===== src/hdl/srdg_map.svh =====
// Timing and sizing constants shared by both ends of the retry/grant link.
`ifndef SRDG_MAP_SVH
`define SRDG_MAP_SVH
// Bus cycles from incoming transfer start to retry output enable.
`define SRDG_OE_DELAY   2'h2
// Bus cycles from incoming transfer start to retry output.
`define SRDG_OUT_DELAY  2'h3
// Bus cycles from a transfer start to address acknowledge.
`define SRDG_AACK_LAT   3'h4
// Bus cycles from data bus busy to the final transfer acknowledge.
`define SRDG_BEATS      3'h4
// Depth of the pending data tenure queue.
`define SRDG_QDEPTH     4
// Width of the queue fill count.
`define SRDG_QCW        3
`endif


===== src/hdl/srdg_pkg.sv =====
// Types shared by the core end and the bus end.
package srdg_pkg;
   // States of the snoop retry sequencer.
   typedef enum logic [2:0] {
      RS_IDLE   = 3'h0,
      RS_WAIT   = 3'h1,
      RS_OE     = 3'h2,
      RS_ASSERT = 3'h3,
      RS_HOLD   = 3'h4
   } srdg_retry_e;
   // Queue fill count type.
   typedef logic [2:0] srdg_cnt_t;
endpackage


===== src/hdl/srdg_if.sv =====
// Link between the core end and the arbiter/snooper end.
`timescale 1ns/100ps
`default_nettype none
interface srdg_if;
   logic incomingTransferStart; // Another master starts an address tenure.
   logic addrAck;               // Address phase complete.
   logic retryOut;              // Core retry output, asserted high.
   logic retryOeN;              // Core retry output enable, low = driving.
   logic retryTre;              // Static high-impedance enable.
   logic retryFromOthers;       // Retry driven by other snoopers.
   logic retryLine;             // Resolved wired-OR retry line.
   logic outgoingTransferStart; // Core starts an address tenure.
   logic xferIsWrite;           // Attribute of the core's transfer.
   logic xferAddrOnly;          // Core transfer has no data tenure.
   logic addressBusRequest;     // Core asks for the address bus.
   logic addressBusGrant;       // One-cycle address bus grant.
   logic dataBusGrant;          // Raw data bus grant.
   logic dataRetry;             // Data retry input to the core.
   logic dataBusBusyOut;        // Core owns the data bus.
   logic writeOnly;             // Write-only data bus hint.
   logic finalTransferAck;      // Last beat of the core's data tenure.

   // The core output floats when enabled for tristate and not driving;
   // the line is then left to the other snoopers.
   assign retryLine = ((~retryTre | ~retryOeN) & retryOut)
                      | retryFromOthers;

   modport core (
      input  incomingTransferStart, addrAck, retryTre, retryLine,
      input  addressBusGrant, dataBusGrant, dataRetry, writeOnly,
      input  finalTransferAck,
      output retryOut, retryOeN, outgoingTransferStart, xferIsWrite,
      output xferAddrOnly, addressBusRequest, dataBusBusyOut
   );
   modport bus (
      output incomingTransferStart, addrAck, retryTre, retryFromOthers,
      output addressBusGrant, dataBusGrant, dataRetry, writeOnly,
      output finalTransferAck,
      input  retryLine, outgoingTransferStart, xferIsWrite, xferAddrOnly,
      input  addressBusRequest, dataBusBusyOut
   );
endinterface
`default_nettype wire


===== src/hdl/srdg_core_end.sv =====
// Core end: snoop retry driver and data bus grant qualifier.
// Summary of operation
// - Tristate enabled: retry floats, high or low.
// - Tristate off: retry always driven, valid with enable.
// - Assert retry when snoop demands retry.
// - Update needed: request bus second cycle after ack.
// - Retry from third cycle until after ack.
// - Retry driven negated one cycle after ack.
// - Retry floats two cycles after ack.
// - Enable from second cycle until after ack.
// - Enable negates second cycle after ack.
// - Negated enable: invalid or floating retry.
// - Enable decides drive; wired-OR forms bidirectional line.
// - Tristate setting static, set before reset release.
// - No data request; transfer start implies it.
// - Grant qualified only with busy, retries negated.
// - No data tenure while grant negated.
// - Grant not sampled before own transfer start.
// - Write-only hint reorders writes before reads.
// - Address acknowledge ends the address phase.
// - Write-only seen only on qualified grant, pending write.
`timescale 1ns/100ps
`default_nettype none
`include "srdg_map.svh"
module srdg_core_end import srdg_pkg::*; (
   input  wire logic ref_clk,      // Bus clock.
   input  wire logic arst_n,       // Asynchronous reset, active low.
   srdg_if.core      bus,          // Link to the arbiter end.
   input  wire logic snoopRetry,   // Snoop says retry, with start.
   input  wire logic snoopUpdate,  // Snoop needs a memory update.
   input  wire logic xferReq,      // Request a transfer, held.
   input  wire logic xferWrite,    // Requested transfer writes.
   input  wire logic xferAddrOnly, // Requested transfer is address only.
   output logic      xferTaken,    // Pulse: start of the requested transfer issued, not of a copy-back.
   output logic      tenureStart,  // Pulse: data tenure begins.
   output logic      tenureWrite,  // Current data tenure is a write.
   output logic      tenureDone    // Pulse: data tenure ended.
);
   localparam int QD = `SRDG_QDEPTH; // Pending data tenure slots.

   srdg_retry_e state_q;   // Retry sequencer state.
   srdg_retry_e state_d;   // Its next value.
   logic [1:0]  cnt_q;     // Cycles since the snooped start.
   logic [1:0]  cnt_d;     // Its next value.
   logic        ackSeen_q; // Acknowledge came before retry rose.
   logic        ackSeen_d; // Its next value.
   logic        update_q;  // Retry needs a copy-back.
   logic        copyPend_q;  // Copy-back transfer outstanding.
   logic        ownAddr_q;   // Own address phase open.
   logic        qWr_q [QD];  // Kind per pending tenure, 1 = write.
   srdg_cnt_t   qCnt_q;      // Pending tenures.
   logic        launch;      // Transfer start goes out this edge.
   logic        launchWr;    // The launched transfer writes.
   logic        launchData;  // The launched transfer has data.
   logic        qualGrant;   // Qualified data bus grant.
   logic [1:0]  selIdx;      // Entry served by the grant.
   logic [1:0]  enqPos;      // Slot for a new entry.
   logic        anyWr;       // A write is pending.
   logic [1:0]  firstWr;     // Oldest pending write.

   // Next state of the retry sequencer. A snooped start is only taken
   // while idle; a second one during a sequence is left to the snoop.
   always_comb begin
      state_d   = state_q;
      cnt_d     = cnt_q;
      ackSeen_d = ackSeen_q | bus.addrAck;
      unique case (state_q)
         RS_IDLE: begin
            ackSeen_d = 1'b0;
            if (bus.incomingTransferStart && snoopRetry) begin
               state_d = RS_WAIT;
               cnt_d   = 2'h1;
            end
         end
         RS_WAIT: begin
            cnt_d = cnt_q + 2'h1;
            if (cnt_q + 2'h1 == `SRDG_OE_DELAY) begin
               state_d = RS_OE;
            end
         end
         RS_OE: begin
            cnt_d = cnt_q + 2'h1;
            if (cnt_q + 2'h1 == `SRDG_OUT_DELAY) begin
               state_d = RS_ASSERT;
            end
         end
         RS_ASSERT: begin
            // Held through the acknowledge cycle, or one more cycle
            // when the acknowledge came early.
            if (bus.addrAck || ackSeen_q) begin
               state_d = RS_HOLD;
            end
         end
         RS_HOLD: begin
            state_d = RS_IDLE;
         end
         default: begin
            state_d = RS_IDLE;
         end
      endcase
   end

   // Retry sequencer registers. Outputs are computed from the next
   // state so they leave straight from flip-flops.
   always_ff @(posedge ref_clk or negedge arst_n) begin
      if (!arst_n) begin
         state_q      <= RS_IDLE;
         cnt_q        <= 2'h0;
         ackSeen_q    <= 1'b0;
         bus.retryOut <= 1'b0;
         bus.retryOeN <= 1'b1;
      end else begin
         state_q   <= state_d;
         cnt_q     <= cnt_d;
         ackSeen_q <= ackSeen_d;
         // Low in the hold cycle: driven negated before the float.
         bus.retryOut <= (state_d == RS_ASSERT);
         // Enable spans the hold cycle, so the pin is driven negated
         // for a cycle and floats only after that when tristate is on.
         bus.retryOeN <= ~(state_d == RS_OE || state_d == RS_ASSERT
                           || state_d == RS_HOLD);
      end
   end

   // Copy-back demand: the bus request rises on the edge that leaves
   // the hold cycle, two cycles after acknowledge.
   always_ff @(posedge ref_clk or negedge arst_n) begin
      if (!arst_n) begin
         update_q   <= 1'b0;
         copyPend_q <= 1'b0;
      end else begin
         if (state_q == RS_IDLE && state_d == RS_WAIT) begin
            update_q <= snoopUpdate;
         end
         if (state_q == RS_HOLD && update_q) begin
            copyPend_q <= 1'b1;
         end else if (launch && copyPend_q) begin
            copyPend_q <= 1'b0;
         end
      end
   end

   // A grant starts the copy-back first, else the user's transfer.
   // No new start while the queue is full or our address is open.
   assign launch = bus.addressBusGrant && bus.addressBusRequest
                   && !ownAddr_q && qCnt_q != srdg_cnt_t'(QD);
   assign launchWr   = copyPend_q | xferWrite;
   assign launchData = copyPend_q | ~xferAddrOnly;

   // Address request and the outgoing transfer start. There is no
   // separate data request: a start with data queues a tenure.
   always_ff @(posedge ref_clk or negedge arst_n) begin
      if (!arst_n) begin
         bus.addressBusRequest     <= 1'b0;
         bus.outgoingTransferStart <= 1'b0;
         bus.xferIsWrite           <= 1'b0;
         bus.xferAddrOnly          <= 1'b0;
         ownAddr_q                 <= 1'b0;
         xferTaken                 <= 1'b0;
      end else begin
         bus.outgoingTransferStart <= launch;
         xferTaken <= launch & ~copyPend_q;
         if (launch) begin
            bus.xferIsWrite  <= launchWr;
            bus.xferAddrOnly <= ~launchData;
         end
         bus.addressBusRequest <= ~launch & ~bus.outgoingTransferStart
            & (copyPend_q | (state_q == RS_HOLD && update_q)
               | (xferReq & ~xferTaken));
         if (launch) begin
            ownAddr_q <= 1'b1;
         end else if (bus.addrAck) begin
            ownAddr_q <= 1'b0;
         end
      end
   end

   // Oldest pending write, for out-of-order write service.
   always_comb begin
      anyWr   = 1'b0;
      firstWr = 2'h0;
      for (int i = QD - 1; i >= 0; i--) begin
         if (qWr_q[i] && srdg_cnt_t'(i) < qCnt_q) begin
            anyWr   = 1'b1;
            firstWr = 2'(i);
         end
      end
   end

   // Grant is looked at only once a start has queued a tenure, and
   // only counts when the bus, data retry and own retry are all quiet.
   assign qualGrant = bus.dataBusGrant && qCnt_q != 3'h0
                      && !bus.dataBusBusyOut && !bus.dataRetry
                      && !bus.retryOut;
   // The hint is ignored unless a write waits.
   assign selIdx = (bus.writeOnly && anyWr) ? firstWr : 2'h0;
   assign enqPos = qualGrant ? 2'(qCnt_q - 3'h1) : 2'(qCnt_q);

   // Pending tenure queue, one process per slot; a served entry is
   // closed up by shifting the younger ones down.
   for (genvar g = 0; g < QD; g++) begin : gSlot
      always_ff @(posedge ref_clk or negedge arst_n) begin
         if (!arst_n) begin
            qWr_q[g] <= 1'b0;
         end else if (bus.outgoingTransferStart && !bus.xferAddrOnly
                      && enqPos == 2'(g)) begin
            qWr_q[g] <= bus.xferIsWrite;
         end else if (qualGrant && 2'(g) >= selIdx) begin
            qWr_q[g] <= (g < QD - 1) ? qWr_q[(g + 1) % QD] : 1'b0;
         end
      end
   end

   // Queue count follows enqueue and service.
   always_ff @(posedge ref_clk or negedge arst_n) begin
      if (!arst_n) begin
         qCnt_q <= 3'h0;
      end else begin
         qCnt_q <= qCnt_q
            + ((bus.outgoingTransferStart && !bus.xferAddrOnly) ? 3'h1
                                                                  : 3'h0)
            - (qualGrant ? 3'h1 : 3'h0);
      end
   end

   // Data tenure: the core takes the bus on a qualified grant and
   // holds it until the final acknowledge.
   always_ff @(posedge ref_clk or negedge arst_n) begin
      if (!arst_n) begin
         bus.dataBusBusyOut <= 1'b0;
         tenureStart        <= 1'b0;
         tenureWrite        <= 1'b0;
         tenureDone         <= 1'b0;
      end else begin
         tenureStart <= qualGrant;
         tenureDone  <= bus.dataBusBusyOut & bus.finalTransferAck;
         if (qualGrant) begin
            bus.dataBusBusyOut <= 1'b1;
            tenureWrite        <= qWr_q[selIdx];
         end else if (bus.finalTransferAck) begin
            bus.dataBusBusyOut <= 1'b0;
         end
      end
   end
endmodule
`default_nettype wire


===== src/flat_wrapper.sv =====
// flat-port wrapper written by rule: the top's interface ports become plain ports
module srdg_core_end_flat import srdg_pkg::*;
  (ref_clk, arst_n, snoopRetry, snoopUpdate, xferReq, xferWrite, xferAddrOnly, xferTaken, tenureStart, tenureWrite, tenureDone, bus_incomingTransferStart, bus_addrAck, bus_retryTre, bus_addressBusGrant, bus_dataBusGrant, bus_dataRetry, bus_writeOnly, bus_finalTransferAck, bus_retryOut, bus_retryOeN, bus_outgoingTransferStart, bus_xferIsWrite, bus_xferAddrOnly, bus_addressBusRequest, bus_dataBusBusyOut);
  srdg_if bus_i ();
  input  wire logic ref_clk;
  input  wire logic arst_n;
  input  wire logic snoopRetry;
  input  wire logic snoopUpdate;
  input  wire logic xferReq;
  input  wire logic xferWrite;
  input  wire logic xferAddrOnly;
  output logic xferTaken;
  output logic tenureStart;
  output logic tenureWrite;
  output logic tenureDone;
  input wire logic [$bits(bus_i.incomingTransferStart)-1:0] bus_incomingTransferStart;
  input wire logic [$bits(bus_i.addrAck)-1:0] bus_addrAck;
  input wire logic [$bits(bus_i.retryTre)-1:0] bus_retryTre;
  input wire logic [$bits(bus_i.addressBusGrant)-1:0] bus_addressBusGrant;
  input wire logic [$bits(bus_i.dataBusGrant)-1:0] bus_dataBusGrant;
  input wire logic [$bits(bus_i.dataRetry)-1:0] bus_dataRetry;
  input wire logic [$bits(bus_i.writeOnly)-1:0] bus_writeOnly;
  input wire logic [$bits(bus_i.finalTransferAck)-1:0] bus_finalTransferAck;
  output wire logic [$bits(bus_i.retryOut)-1:0] bus_retryOut;
  output wire logic [$bits(bus_i.retryOeN)-1:0] bus_retryOeN;
  output wire logic [$bits(bus_i.outgoingTransferStart)-1:0] bus_outgoingTransferStart;
  output wire logic [$bits(bus_i.xferIsWrite)-1:0] bus_xferIsWrite;
  output wire logic [$bits(bus_i.xferAddrOnly)-1:0] bus_xferAddrOnly;
  output wire logic [$bits(bus_i.addressBusRequest)-1:0] bus_addressBusRequest;
  output wire logic [$bits(bus_i.dataBusBusyOut)-1:0] bus_dataBusBusyOut;
  assign bus_i.incomingTransferStart = bus_incomingTransferStart;
  assign bus_i.addrAck = bus_addrAck;
  assign bus_i.retryTre = bus_retryTre;
  assign bus_i.addressBusGrant = bus_addressBusGrant;
  assign bus_i.dataBusGrant = bus_dataBusGrant;
  assign bus_i.dataRetry = bus_dataRetry;
  assign bus_i.writeOnly = bus_writeOnly;
  assign bus_i.finalTransferAck = bus_finalTransferAck;
  assign bus_retryOut = bus_i.retryOut;
  assign bus_retryOeN = bus_i.retryOeN;
  assign bus_outgoingTransferStart = bus_i.outgoingTransferStart;
  assign bus_xferIsWrite = bus_i.xferIsWrite;
  assign bus_xferAddrOnly = bus_i.xferAddrOnly;
  assign bus_addressBusRequest = bus_i.addressBusRequest;
  assign bus_dataBusBusyOut = bus_i.dataBusBusyOut;
  srdg_core_end u_core (.ref_clk(ref_clk), .arst_n(arst_n), .bus(bus_i), .snoopRetry(snoopRetry), .snoopUpdate(snoopUpdate), .xferReq(xferReq), .xferWrite(xferWrite), .xferAddrOnly(xferAddrOnly), .xferTaken(xferTaken), .tenureStart(tenureStart), .tenureWrite(tenureWrite), .tenureDone(tenureDone));
endmodule

===== config.mk =====
export PLATFORM = sky130hd
export DESIGN_NAME = srdg_core_end_flat
export DESIGN_NICKNAME = d
export VERILOG_FILES = /design/src/hdl/srdg_pkg.sv /design/src/hdl/srdg_if.sv /design/src/hdl/srdg_core_end.sv /design/src/flat_wrapper.sv
export VERILOG_INCLUDE_DIRS = /design/src /design/src/hdl
export SDC_FILE = /design/constraint.sdc
export NUM_CORES = 1
export LEC_CHECK = 0
export ABC_AREA = 0
export BUFFER_PORTS_ARGS = -buffer_cell sky130_fd_sc_hd__buf_2
export CORE_ASPECT_RATIO = 1.1
export CORE_MARGIN = 8
export CORE_UTILIZATION = 49
export DETAILED_ROUTE_END_ITERATION = 10
export HOLD_SLACK_MARGIN = 0.05
export PLACE_DENSITY = 0.75
export RECOVER_POWER = 25
export REMOVE_ABC_BUFFERS = 1
export SLEW_MARGIN = 5
export SYNTH_ARGS = -nofsm -noshare
export SYNTH_HDL_FRONTEND = slang
export SYNTH_SLANG_ARGS = --single-unit

===== constraint.sdc =====
create_clock -name ref_clk -period 2.6 [get_ports ref_clk]
set_clock_uncertainty 0.2 [all_clocks]
set_input_delay 0.65 -clock ref_clk [delete_from_list [all_inputs] [get_ports ref_clk]]
set_output_delay 0.65 -clock ref_clk [all_outputs]
set_load 0.02 [all_outputs]

---- Yosys cells after proc, flatten, opt, wreduce, memory -nomap -nowiden ----
Index checks and enable logic that the tools add are counted.
operators by class
  $lt $le $gt $ge ......................... 9
  bitwise logic cells ..................... 18
  eq/ne operators ......................... 15
  muxes and demuxes ....................... 37
  reductions and logical operators ........ 46
  add/sub/neg operators ................... 4
operators by type and width
  operator                                                    count
  logical AND 1 bit                                           25
  2-to-1 mux 1 bit                                            23
  nonzero test 2 bit                                          8
  2-to-1 mux 2 bit                                            7
  == test 3 x 2 -> 1 bit (second input constant)              4
  2-to-1 mux 3 bit                                            4
  one-hot mux 3 bit (4 select lines)                          1
  == test 2 bit (second input constant)                       4
  NOT 1 bit                                                   7
  == test 3 x 1 -> 1 bit (second input constant)              2
  == test 3 bit (second input constant)                       2
  less-than comparator 1 x 3 -> 1 bit (first input constant)  2
  less-than comparator 2 x 3 -> 1 bit (first input constant)  2
  AND 1 bit                                                   5
  logical NOT 1 bit                                           5
  OR 1 bit                                                    5
  >= comparator 1 x 2 -> 1 bit (first input constant)         2
  >= comparator 2 bit (first input constant)                  2
  one-hot mux 2 bit (2 select lines)                          1
  adder 3 x 1 -> 3 bit                                        1
  >= comparator 3 bit (second input constant)                 1
  logical NOT 3 bit                                           1
  logical OR 1 bit                                            3
  inequality test 3 bit (second input constant)               1
  other kinds (11)                                            11
word-level totals
  bits in registers ....................... 27
  logic and storage cells ................. 151
  input port bits ......................... 15
  output and inout bits ................... 11

---- Longest topological paths before layout ----
Gate-level depths: netlist of run 1.
  word-level depth ........................ 12
  mapped depth ............................ 11
  depth with buffers taken out ............ 11

---- Worst setup path before layout of run 1 ----
No wires, ideal clock.
  kind .................................... input-to-reg
  start ................................... in bus_dataRetry
  end ..................................... reg u_core.qCnt_q[2]
  cell stages on the path ................. 9
  path buffers ............................ 0
  library setup time ...................... 122 ps
  setup slack ............................. 159 ps
  arrival time ............................ 2,120 ps
  data required time ...................... 2,278 ps
  cell sequence ........................... nor4b_2 > o21ai_2 > clkinv_2 > ha_1 > inv_1 > ha_1 > inv_1 > fa_1 > xor2_1
between the ends
  longest elaborated chain between the ends .. 5
RTL lines
  element                 line                  source
  start: declaration      flat_wrapper.sv:21    input wire logic [$bits(bus_i.dataRetry)-1:0] bus_dataRetry;
  logical NOT 1 bit       srdg_core_end.sv:193  && !bus.dataBusBusyOut && !bus.dataRetry
  logical AND 1 bit       srdg_core_end.sv:193
  logical AND 1 bit       srdg_core_end.sv:194  && !bus.retryOut;
  net u_core.qualGrant    srdg_core_end.sv:55   logic qualGrant;
  2-to-1 mux 1 bit        srdg_core_end.sv:222  - (qualGrant ? 3'h1 : 3'h0);
  subtractor 3 bit        srdg_core_end.sv:222
  end signal: assignment  srdg_core_end.sv:219  qCnt_q <= qCnt_q
  end: declaration        srdg_core_end.sv:51   srdg_cnt_t qCnt_q;
The timed path passes the listed nets, and every way through them passes these cells.
A chain may end at the register's enable or synchronous reset.

---- Worst setup path after layout of run 1 ----
  start ................................... reg u_core.qCnt_q[1]
  end ..................................... reg u_core.qCnt_q[1]
between the ends
  longest elaborated chain between the ends .. 7
RTL lines
  element                          line                  source
  nonzero test 3 bit               srdg_core_end.sv:192  assign qualGrant = bus.dataBusGrant && qCnt_q != 3'h0
  logical AND 1 bit                srdg_core_end.sv:192
  logical AND 1 bit (2 in series)  srdg_core_end.sv:193
  logical AND 1 bit                srdg_core_end.sv:194
  net u_core.qualGrant             srdg_core_end.sv:55
  2-to-1 mux 1 bit                 srdg_core_end.sv:222
  subtractor 3 bit                 srdg_core_end.sv:222
The timed path passes the listed nets, and every way through them passes these cells.

==> run_summary.xml, run 1 <==
<?xml version="1.0" encoding="UTF-8"?>
<metrics>
  <group name="clocking">
    <metric name="cts.sink_count" unit="">27</metric>
    <metric name="cts_tree" unit="">done</metric>
    <metric name="clockBufferDepth" unit="">2</metric>
    <metric name="cts_hold_buf" unit="">0</metric>
    <metric name="clk_pin_slew_worst_paths" unit="ns">0.16</metric>
    <metric name="total_clock_buffers_created_by_cts" unit="">3</metric>
    <metric name="clkLatencyLatePin" unit="ns">0.34</metric>
    <metric name="h-tree-depth" unit="">1</metric>
    <metric name="clockRootBuffer" unit="">sky130_fd_sc_hd__clkbuf_4</metric>
  </group>
  <group name="placed_design">
    <metric name="place.detailed.instances" unit="">195</metric>
    <metric name="portBuffers" unit="">24</metric>
    <metric name="globalplace.congestion" unit="">0.838</metric>
    <metric name="dp_hpwl" unit="mm">2.32</metric>
  </group>
  <group name="pwr">
    <metric name="total_leakage_power" unit="nW">0.815</metric>
    <metric name="vdd_drop_max" unit="mV">0.626</metric>
    <metric name="cellPowerDensity" unit="nW/um^2">1120</metric>
  </group>
  <group name="critical_path">
    <metric name="critical_path_data_arrival_time" unit="ns">2.49</metric>
    <metric name="crit_chain" unit="">inv_2 &gt; ha_2 &gt; inv_1 &gt; o21ai_2 &gt; clkinv_2 &gt; ha_1 &gt; inv_1 &gt; ha_1 &gt; inv_1 &gt; fa_2 &gt; inv_1</metric>
    <metric name="rr_startpoint" unit="">u_core.qCnt_q[1]</metric>
    <metric name="crit_fanout" unit="">3</metric>
    <metric name="crit_top_cell" unit="">sky130_fd_sc_hd__inv_1</metric>
    <metric name="worst_setup_path_endpoint" unit="">u_core.qCnt_q[1]</metric>
    <metric name="cp-end-kind" unit="">flop</metric>
    <metric name="worst-setup-path-type" unit="">reg2reg</metric>
    <metric name="crit_path_start" unit="">u_core.qCnt_q[1]</metric>
    <metric name="timing.rr.end" unit="">u_core.qCnt_q[1]</metric>
    <metric name="critPathRequiredTime" unit="ns">2.65</metric>
    <metric name="critical-path-slowest-cell" unit="">sky130_fd_sc_hd__fa_2</metric>
    <metric name="rrSetupSlack" unit="ns">0.16</metric>
    <metric name="worst_setup_path_start_kind" unit="">flop</metric>
    <metric name="cpPeakStageDelay" unit="ns">0.52</metric>
    <metric name="timing.reg2reg.worst_path_depth" unit="">11</metric>
  </group>
  <group name="routing">
    <metric name="drt_pass1_iterations" unit="">4</metric>
    <metric name="routedWlPerCell" unit="um">14.7</metric>
    <metric name="drt_first_iter_violations" unit="">37</metric>
    <metric name="drt-total-wl" unit="mm">2.96</metric>
    <metric name="vias" unit="">1103</metric>
    <metric name="drc" unit="">0</metric>
    <metric name="vias_per_cell" unit="">5.49</metric>
    <metric name="antenna_left" unit="">0</metric>
  </group>
  <group name="sta">
    <metric name="final_setup_violation_count" unit="">0</metric>
    <metric name="final_period_minus_worst_setup_slack" unit="ns">2.44</metric>
    <metric name="timing.final.max_slew_violations" unit="">0</metric>
    <metric name="max_freq" unit="MHz">410</metric>
    <metric name="finalHoldViolCount" unit="">0</metric>
    <metric name="setup_tns" unit="ns">0</metric>
    <metric name="final_min_period_over_clock_period" unit="%">93.9</metric>
    <metric name="tightest_slew" unit="ns">1.39</metric>
    <metric name="max-slew-margin-rel" unit="%">7.10</metric>
  </group>
  <group name="synth">
    <metric name="synthDominantCellAreaShare" unit="%">46.2</metric>
    <metric name="syn_area_per_cell" unit="sq um">10.2</metric>
    <metric name="synth_seq_cells" unit="">27</metric>
    <metric name="synth_largest_area_cell" unit="">sky130_fd_sc_hd__dfrtp_1</metric>
    <metric name="synth.area.top_cells" unit="">sky130_fd_sc_hd__dfrtp_1, sky130_fd_sc_hd__ha_1, sky130_fd_sc_hd__inv_1</metric>
    <metric name="yosys_warnings" unit="">0</metric>
    <metric name="synth.lib_cells_used.distinct" unit="">41</metric>
    <metric name="post_synth_inst_count" unit="">138</metric>
    <metric name="share_of_the_yosys_chip_area_belonging_to_registers" unit="%">48.0</metric>
    <metric name="netlist_area" unit="sq um">1410</metric>
  </group>
  <group name="grt">
    <metric name="initial_antenna_violation_count" unit="">0</metric>
    <metric name="first_global_vias" unit="">1093</metric>
    <metric name="grt_start_max_net_pins" unit="">28</metric>
    <metric name="grt_pass1_wl" unit="mm">4.91</metric>
    <metric name="gr-usage-all-layers" unit="%">13.1</metric>
    <metric name="globalRouteOverflowTotal" unit="">0</metric>
  </group>
  <group name="cells_and_area">
    <metric name="stdcell_count" unit="">201</metric>
    <metric name="insertedDiodeCount" unit="">0</metric>
    <metric name="utilization" unit="%">59.0</metric>
    <metric name="drive_gt1_share" unit="%">28.0</metric>
    <metric name="syn_to_final_growth" unit="%">15.4</metric>
    <metric name="finish.net_count" unit="">192</metric>
  </group>
  <group name="die">
    <metric name="fp.dieH" unit="um">72.2</metric>
    <metric name="dieArea" unit="sq um">4850</metric>
    <metric name="die_w" unit="um">67.1</metric>
    <metric name="row_count" unit="">20</metric>
    <metric name="core_area" unit="sq um">2750</metric>
    <metric name="initial_core_util" unit="%">51.2</metric>
    <metric name="pin_count" unit="">26</metric>
  </group>
  <group name="min_path">
    <metric name="hold_removal_path_class" unit="">reg2reg</metric>
  </group>
  <group name="job">
    <metric name="drv.max_cap_violation_count" unit="">0</metric>
  </group>
  <group name="run_status">
    <metric name="run_status" unit="">finished, final reports clean</metric>
  </group>
</metrics>
## logic make-up (layout without fill, tap and decap cells)
logic type               count (synthesis)  count (layout)  synth area share [%]
XOR/XNOR                                 2               2                  1.24
multiplexers                             7               7                  6.22
flip-flops                              27              27                  48.0
adder cells (fa/ha/maj)                  8               8                  7.64
buffers and inverters                   18              48                  4.88
AND/OR/NAND/NOR                         51              51                  18.1
AO/OA/AOI/OAI                           25              25                  13.9
## per-stage QoR
stage	power, mW	hold slack [ns]	worst slack [ns]	instance area [sq um]
2_1_floorplan	1.34	0.154	0.159	1410
3_3_place_gp	1.52	0.248	0.0495	1570
3_5_place_dp	1.59	0.245	-0.0370	1570
4_1_cts	1.79	0.102	0.0986	1610
5_1_grt	1.97	0.265	-0.00325	1630
6_report	1.81	0.264	0.159	1630
## cell type report
type / instances / area [sq um]
multi-input cells: 93 / 668
inverters: 17 / 65.1
clock inverters: 1 / 8.76
well taps: 33 / 41.3
clock buffers: 3 / 22.5
flip-flops and latches: 27 / 678
repair buffers: 27 / 141
fillers: 251 / 1130
## what timing repair did
action	in CTS	in global routing
setup endpoints to repair	0	2
setup buffers	0	2
resized for setup	0	4
## how the worst min path moves through the flow
stage / from / endpoint / slack (ns) / cells after the start
floorplan: arst_n / u_core.ackSeen_q / 0.15 / 0
global placement: u_core.bus.outgoingTransferStart / u_core.bus.addressBusRequest / 0.25 / 1
detailed placement: u_core.bus.outgoingTransferStart / u_core.bus.addressBusRequest / 0.24 / 1
CTS: arst_n / u_core.tenureDone / 0.10 / 1
global route: bus_finalTransferAck / u_core.bus.dataBusBusyOut / 0.26 / 2
finish: u_core.bus.outgoingTransferStart / u_core.bus.addressBusRequest / 0.26 / 1
## sequential cells by signal, indices dropped and copies added, names as in the netlist, 2 cells and up
register,count
u_core.cnt_q,2
u_core.qCnt_q,3
u_core.qWr_q,4
u_core.state_q,3
## routing by layer
| layer | up-vias | GRT usage [%] | part of all wire (%) |
|---|---|---|---|
| li1 | 531 | - | - |
| met1 | 523 | 15.5 | 42 |
| met2 | 44 | 21.1 | 48 |
| met3 | 5 | 3.39 | 8.1 |
| met4 | 0 | 6.74 | 1.9 |
| met5 | - | 0 | 0 |
## where the power goes
| group | switching (mW) | internal (mW) |
|---|---|---|
| registers | 0.158 | 0.592 |
| clock network | 0.135 | 0.0630 |
| logic | 0.488 | 0.377 |
| total | 0.780 | 1.03 |
## layout by cell type, fill, tap and decap left out, drive strengths merged, types with 2 or more instances in the layout
master / n
a21oi: 3
ha: 7
nand2b: 5
o21a: 2
nor3: 5
buf: 26
o21ai: 7
nand3: 2
inv: 17
o22ai: 2
clkbuf: 4
mux2: 5
nor2: 15
dfrtp: 26
nor2b: 3
xor2: 2
and2: 2
nand2: 14
a31oi: 2
mux2i: 2
## critical path, delay by kind of cell (launching register included)
kind / cells / cell delay, ns
AOI/OAI and AO/OA: 1 / 0.18
adders and majority gates: 4 / 1.15
buffers and inverters: 6 / 0.37
DFF: 1 / 0.46
## cell usage after synthesis, drive strengths merged
cell type	number
dfrtp	26
inv	16
nor2	15
nand2	14
ha	7
o21ai	7
mux2	5
nand2b	5
nor3	5
a21oi	3
nor2b	3
a31oi	2
and2	2
mux2i	2
nand3	2
o21a	2
o22ai	2
xor2	2
a21boi	1
a21o	1
a22oi	1
a32o	1
clkbuf	1
clkinv	1
dfstp	1
fa	1
nand3b	1
nand4	1
nor4b	1
nor4bb	1
o211ai	1
o22a	1
o311ai	1
o31a	1
o41a	1
or4b	1
No activity file was read; power rests on OpenSTA's default activity.
==> run 2: changes to the inputs <==
--- a/config.mk
+++ b/config.mk
@@ -15,3 +15,3 @@
 export HOLD_SLACK_MARGIN = 0.05
-export PLACE_DENSITY = 0.75
+export PLACE_DENSITY = 0.84
 export RECOVER_POWER = 25
==> constraint.sdc (replaced) <==
create_clock -name ref_clk -period 2.6 [get_ports ref_clk]
set_clock_uncertainty 0.2 [all_clocks]
set_input_delay 0.13 -clock ref_clk [delete_from_list [all_inputs] [get_ports ref_clk]]
set_output_delay 0.13 -clock ref_clk [all_outputs]
set_load 0.02 [all_outputs]
==> run_summary.xml, run 2 (synthesis gave the netlist of run 1 again) <==
<?xml version="1.0" encoding="UTF-8"?>
<metrics>
  <group name="grt">
    <metric name="grt_pass1_wl" unit="mm">5.34</metric>
    <metric name="gr-usage-all-layers" unit="%">14.2</metric>
    <metric name="globalRouteOverflowTotal" unit="">0</metric>
    <metric name="first_global_vias" unit="">1221</metric>
    <metric name="grt_start_max_net_pins" unit="">28</metric>
    <metric name="initial_antenna_violation_count" unit="">0</metric>
  </group>
  <group name="cells_and_area">
    <metric name="registers.top_by_ff_count" unit="">u_core.qWr_q</metric>
    <metric name="drive_gt1_share" unit="%">23.1</metric>
    <metric name="reg_top3" unit="">u_core.qWr_q (4), u_core.qCnt_q (3), u_core.state_q (3)</metric>
    <metric name="flip_flop_count_of_the_largest_register_all_copies_and_words_added" unit="">4</metric>
    <metric name="finish.net_count" unit="">206</metric>
    <metric name="syn_to_final_growth" unit="%">24.8</metric>
    <metric name="mostFrequentLayoutCells" unit="">sky130_fd_sc_hd__dfrtp_1, sky130_fd_sc_hd__buf_2, sky130_fd_sc_hd__inv_1</metric>
    <metric name="stdcell_count" unit="">215</metric>
    <metric name="fillers" unit="">230</metric>
    <metric name="insertedDiodeCount" unit="">0</metric>
    <metric name="multi_input_area" unit="sq um">663</metric>
    <metric name="area.sequential" unit="sq um">678</metric>
    <metric name="design_area" unit="sq um">1760</metric>
    <metric name="utilization" unit="%">63.9</metric>
    <metric name="layout_commonest_cell" unit="">sky130_fd_sc_hd__dfrtp_1</metric>
  </group>
  <group name="placed_design">
    <metric name="placement.setup.worst_slack" unit="ns">0.0972</metric>
    <metric name="dp_hpwl" unit="mm">2.29</metric>
    <metric name="portBuffers" unit="">24</metric>
    <metric name="place.detailed.instances" unit="">195</metric>
    <metric name="globalplace.congestion" unit="">0.845</metric>
    <metric name="post_dp_cell_area" unit="sq um">1570</metric>
  </group>
  <group name="sta">
    <metric name="final_setup_violation_count" unit="">0</metric>
    <metric name="setup_ws" unit="ns">0.114</metric>
    <metric name="max-slew-margin-rel" unit="%">6.11</metric>
    <metric name="hold_ws" unit="ns">0.0513</metric>
    <metric name="max_freq" unit="MHz">402</metric>
    <metric name="final_period_minus_worst_setup_slack" unit="ns">2.49</metric>
    <metric name="tightest_slew" unit="ns">1.41</metric>
    <metric name="finalHoldViolCount" unit="">0</metric>
    <metric name="setup_tns" unit="ns">0</metric>
    <metric name="timing.final.max_slew_violations" unit="">0</metric>
    <metric name="final_min_period_over_clock_period" unit="%">95.6</metric>
  </group>
  <group name="clocking">
    <metric name="h-tree-depth" unit="">1</metric>
    <metric name="clkLatencyLatePin" unit="ns">0.32</metric>
    <metric name="cts_tree" unit="">done</metric>
    <metric name="clockBufferDepth" unit="">2</metric>
    <metric name="total_clock_buffers_created_by_cts" unit="">3</metric>
    <metric name="clockRootBuffer" unit="">sky130_fd_sc_hd__clkbuf_4</metric>
    <metric name="clk_pin_slew_worst_paths" unit="ns">0.14</metric>
    <metric name="cts.sink_count" unit="">27</metric>
  </group>
  <group name="critical_path">
    <metric name="critPathRequiredTime" unit="ns">2.63</metric>
    <metric name="crit_fanout" unit="">4</metric>
    <metric name="critical_path_data_arrival_time" unit="ns">2.52</metric>
    <metric name="cp-end-kind" unit="">flop</metric>
    <metric name="worst-setup-path-type" unit="">reg2reg</metric>
    <metric name="worst_setup_path_start_kind" unit="">flop</metric>
  </group>
  <group name="routing">
    <metric name="drc" unit="">0</metric>
    <metric name="antenna_left" unit="">0</metric>
    <metric name="drt_first_iter_violations" unit="">75</metric>
    <metric name="drt_pass1_iterations" unit="">4</metric>
    <metric name="vias" unit="">1137</metric>
    <metric name="vias_per_cell" unit="">5.29</metric>
    <metric name="routedWlPerCell" unit="um">14.8</metric>
    <metric name="drt-total-wl" unit="mm">3.18</metric>
  </group>
  <group name="die">
    <metric name="initial_core_util" unit="%">51.2</metric>
    <metric name="core_area" unit="sq um">2750</metric>
    <metric name="dieArea" unit="sq um">4850</metric>
    <metric name="fp.dieH" unit="um">72.2</metric>
    <metric name="row_count" unit="">20</metric>
    <metric name="die_w" unit="um">67.1</metric>
    <metric name="pin_count" unit="">26</metric>
  </group>
  <group name="min_path">
    <metric name="hold_removal_path_class" unit="">in2reg</metric>
  </group>
  <group name="job">
    <metric name="drv.max_cap_violation_count" unit="">0</metric>
  </group>
  <group name="pwr">
    <metric name="vdd_drop_max" unit="mV">0.707</metric>
    <metric name="fin_total_pwr" unit="mW">1.85</metric>
    <metric name="total_leakage_power" unit="nW">0.877</metric>
    <metric name="cellPowerDensity" unit="nW/um^2">1050</metric>
  </group>
  <group name="run_status">
    <metric name="run_status" unit="">finished, final reports clean</metric>
  </group>
</metrics>
-- run 2: path summary, 6_finish.rpt --
kind,slack [ns],depth (start not counted),end,startpoint
worst max-delay path,0.11,11,u_core.qCnt_q[2],u_core.qCnt_q[0]
worst min-delay path,0.05,4,u_core.qWr_q[1],bus_writeOnly
worst max register to register,0.11,11,u_core.qCnt_q[2],u_core.qCnt_q[0]
worst min register to register,0.32,1,u_core.bus.addressBusRequest,u_core.bus.outgoingTransferStart
max in group asynchronous,0.85,2,u_core.qCnt_q[1],arst_n
min in group asynchronous,0.44,2,u_core.tenureStart,arst_n
-- run 2: timing repair --
action,CTS,global route
resized for setup,0,1
hold endpoints to repair,44,0
setup endpoints to repair,0,2
hold buffers,15,0
setup buffers,0,1
-- run 2: worst max-delay path: stages, from the launching register on --
cell and delay (ns):
sky130_fd_sc_hd__dfrtp_1 0.44, sky130_fd_sc_hd__inv_1 0.10, sky130_fd_sc_hd__ha_1 0.19, sky130_fd_sc_hd__inv_1 0.06, sky130_fd_sc_hd__o21ai_2 0.19, sky130_fd_sc_hd__clkinv_2 0.10, sky130_fd_sc_hd__ha_1 0.32, sky130_fd_sc_hd__inv_1 0.08
sky130_fd_sc_hd__ha_1 0.14, sky130_fd_sc_hd__inv_1 0.05, sky130_fd_sc_hd__fa_1 0.37, sky130_fd_sc_hd__xor2_1 0.17
-- run 2: layout make-up --
cell class	instances	share of cell area [%]
clock buffer	4	1.49
timing repair buffer	41	16.2
sequential	27	38.6
multi-input combinational	93	37.7
inverter	17	3.70
tap	33	2.35
-- run 2: metal layers --
metal  wire [um]  track usage (%)  vias up
met3         162             3.39        5
li1            -                -      557
met5           0                0        -
met4          42             4.88        0
met2        1670             24.6       28
met1        1310             16.6      547
-- run 2: where the power goes --
| part | internal (mW) | switching (mW) |
|---|---|---|
| Clock | 0.0601 | 0.122 |
| Combinational | 0.422 | 0.499 |
| Sequential | 0.592 | 0.153 |
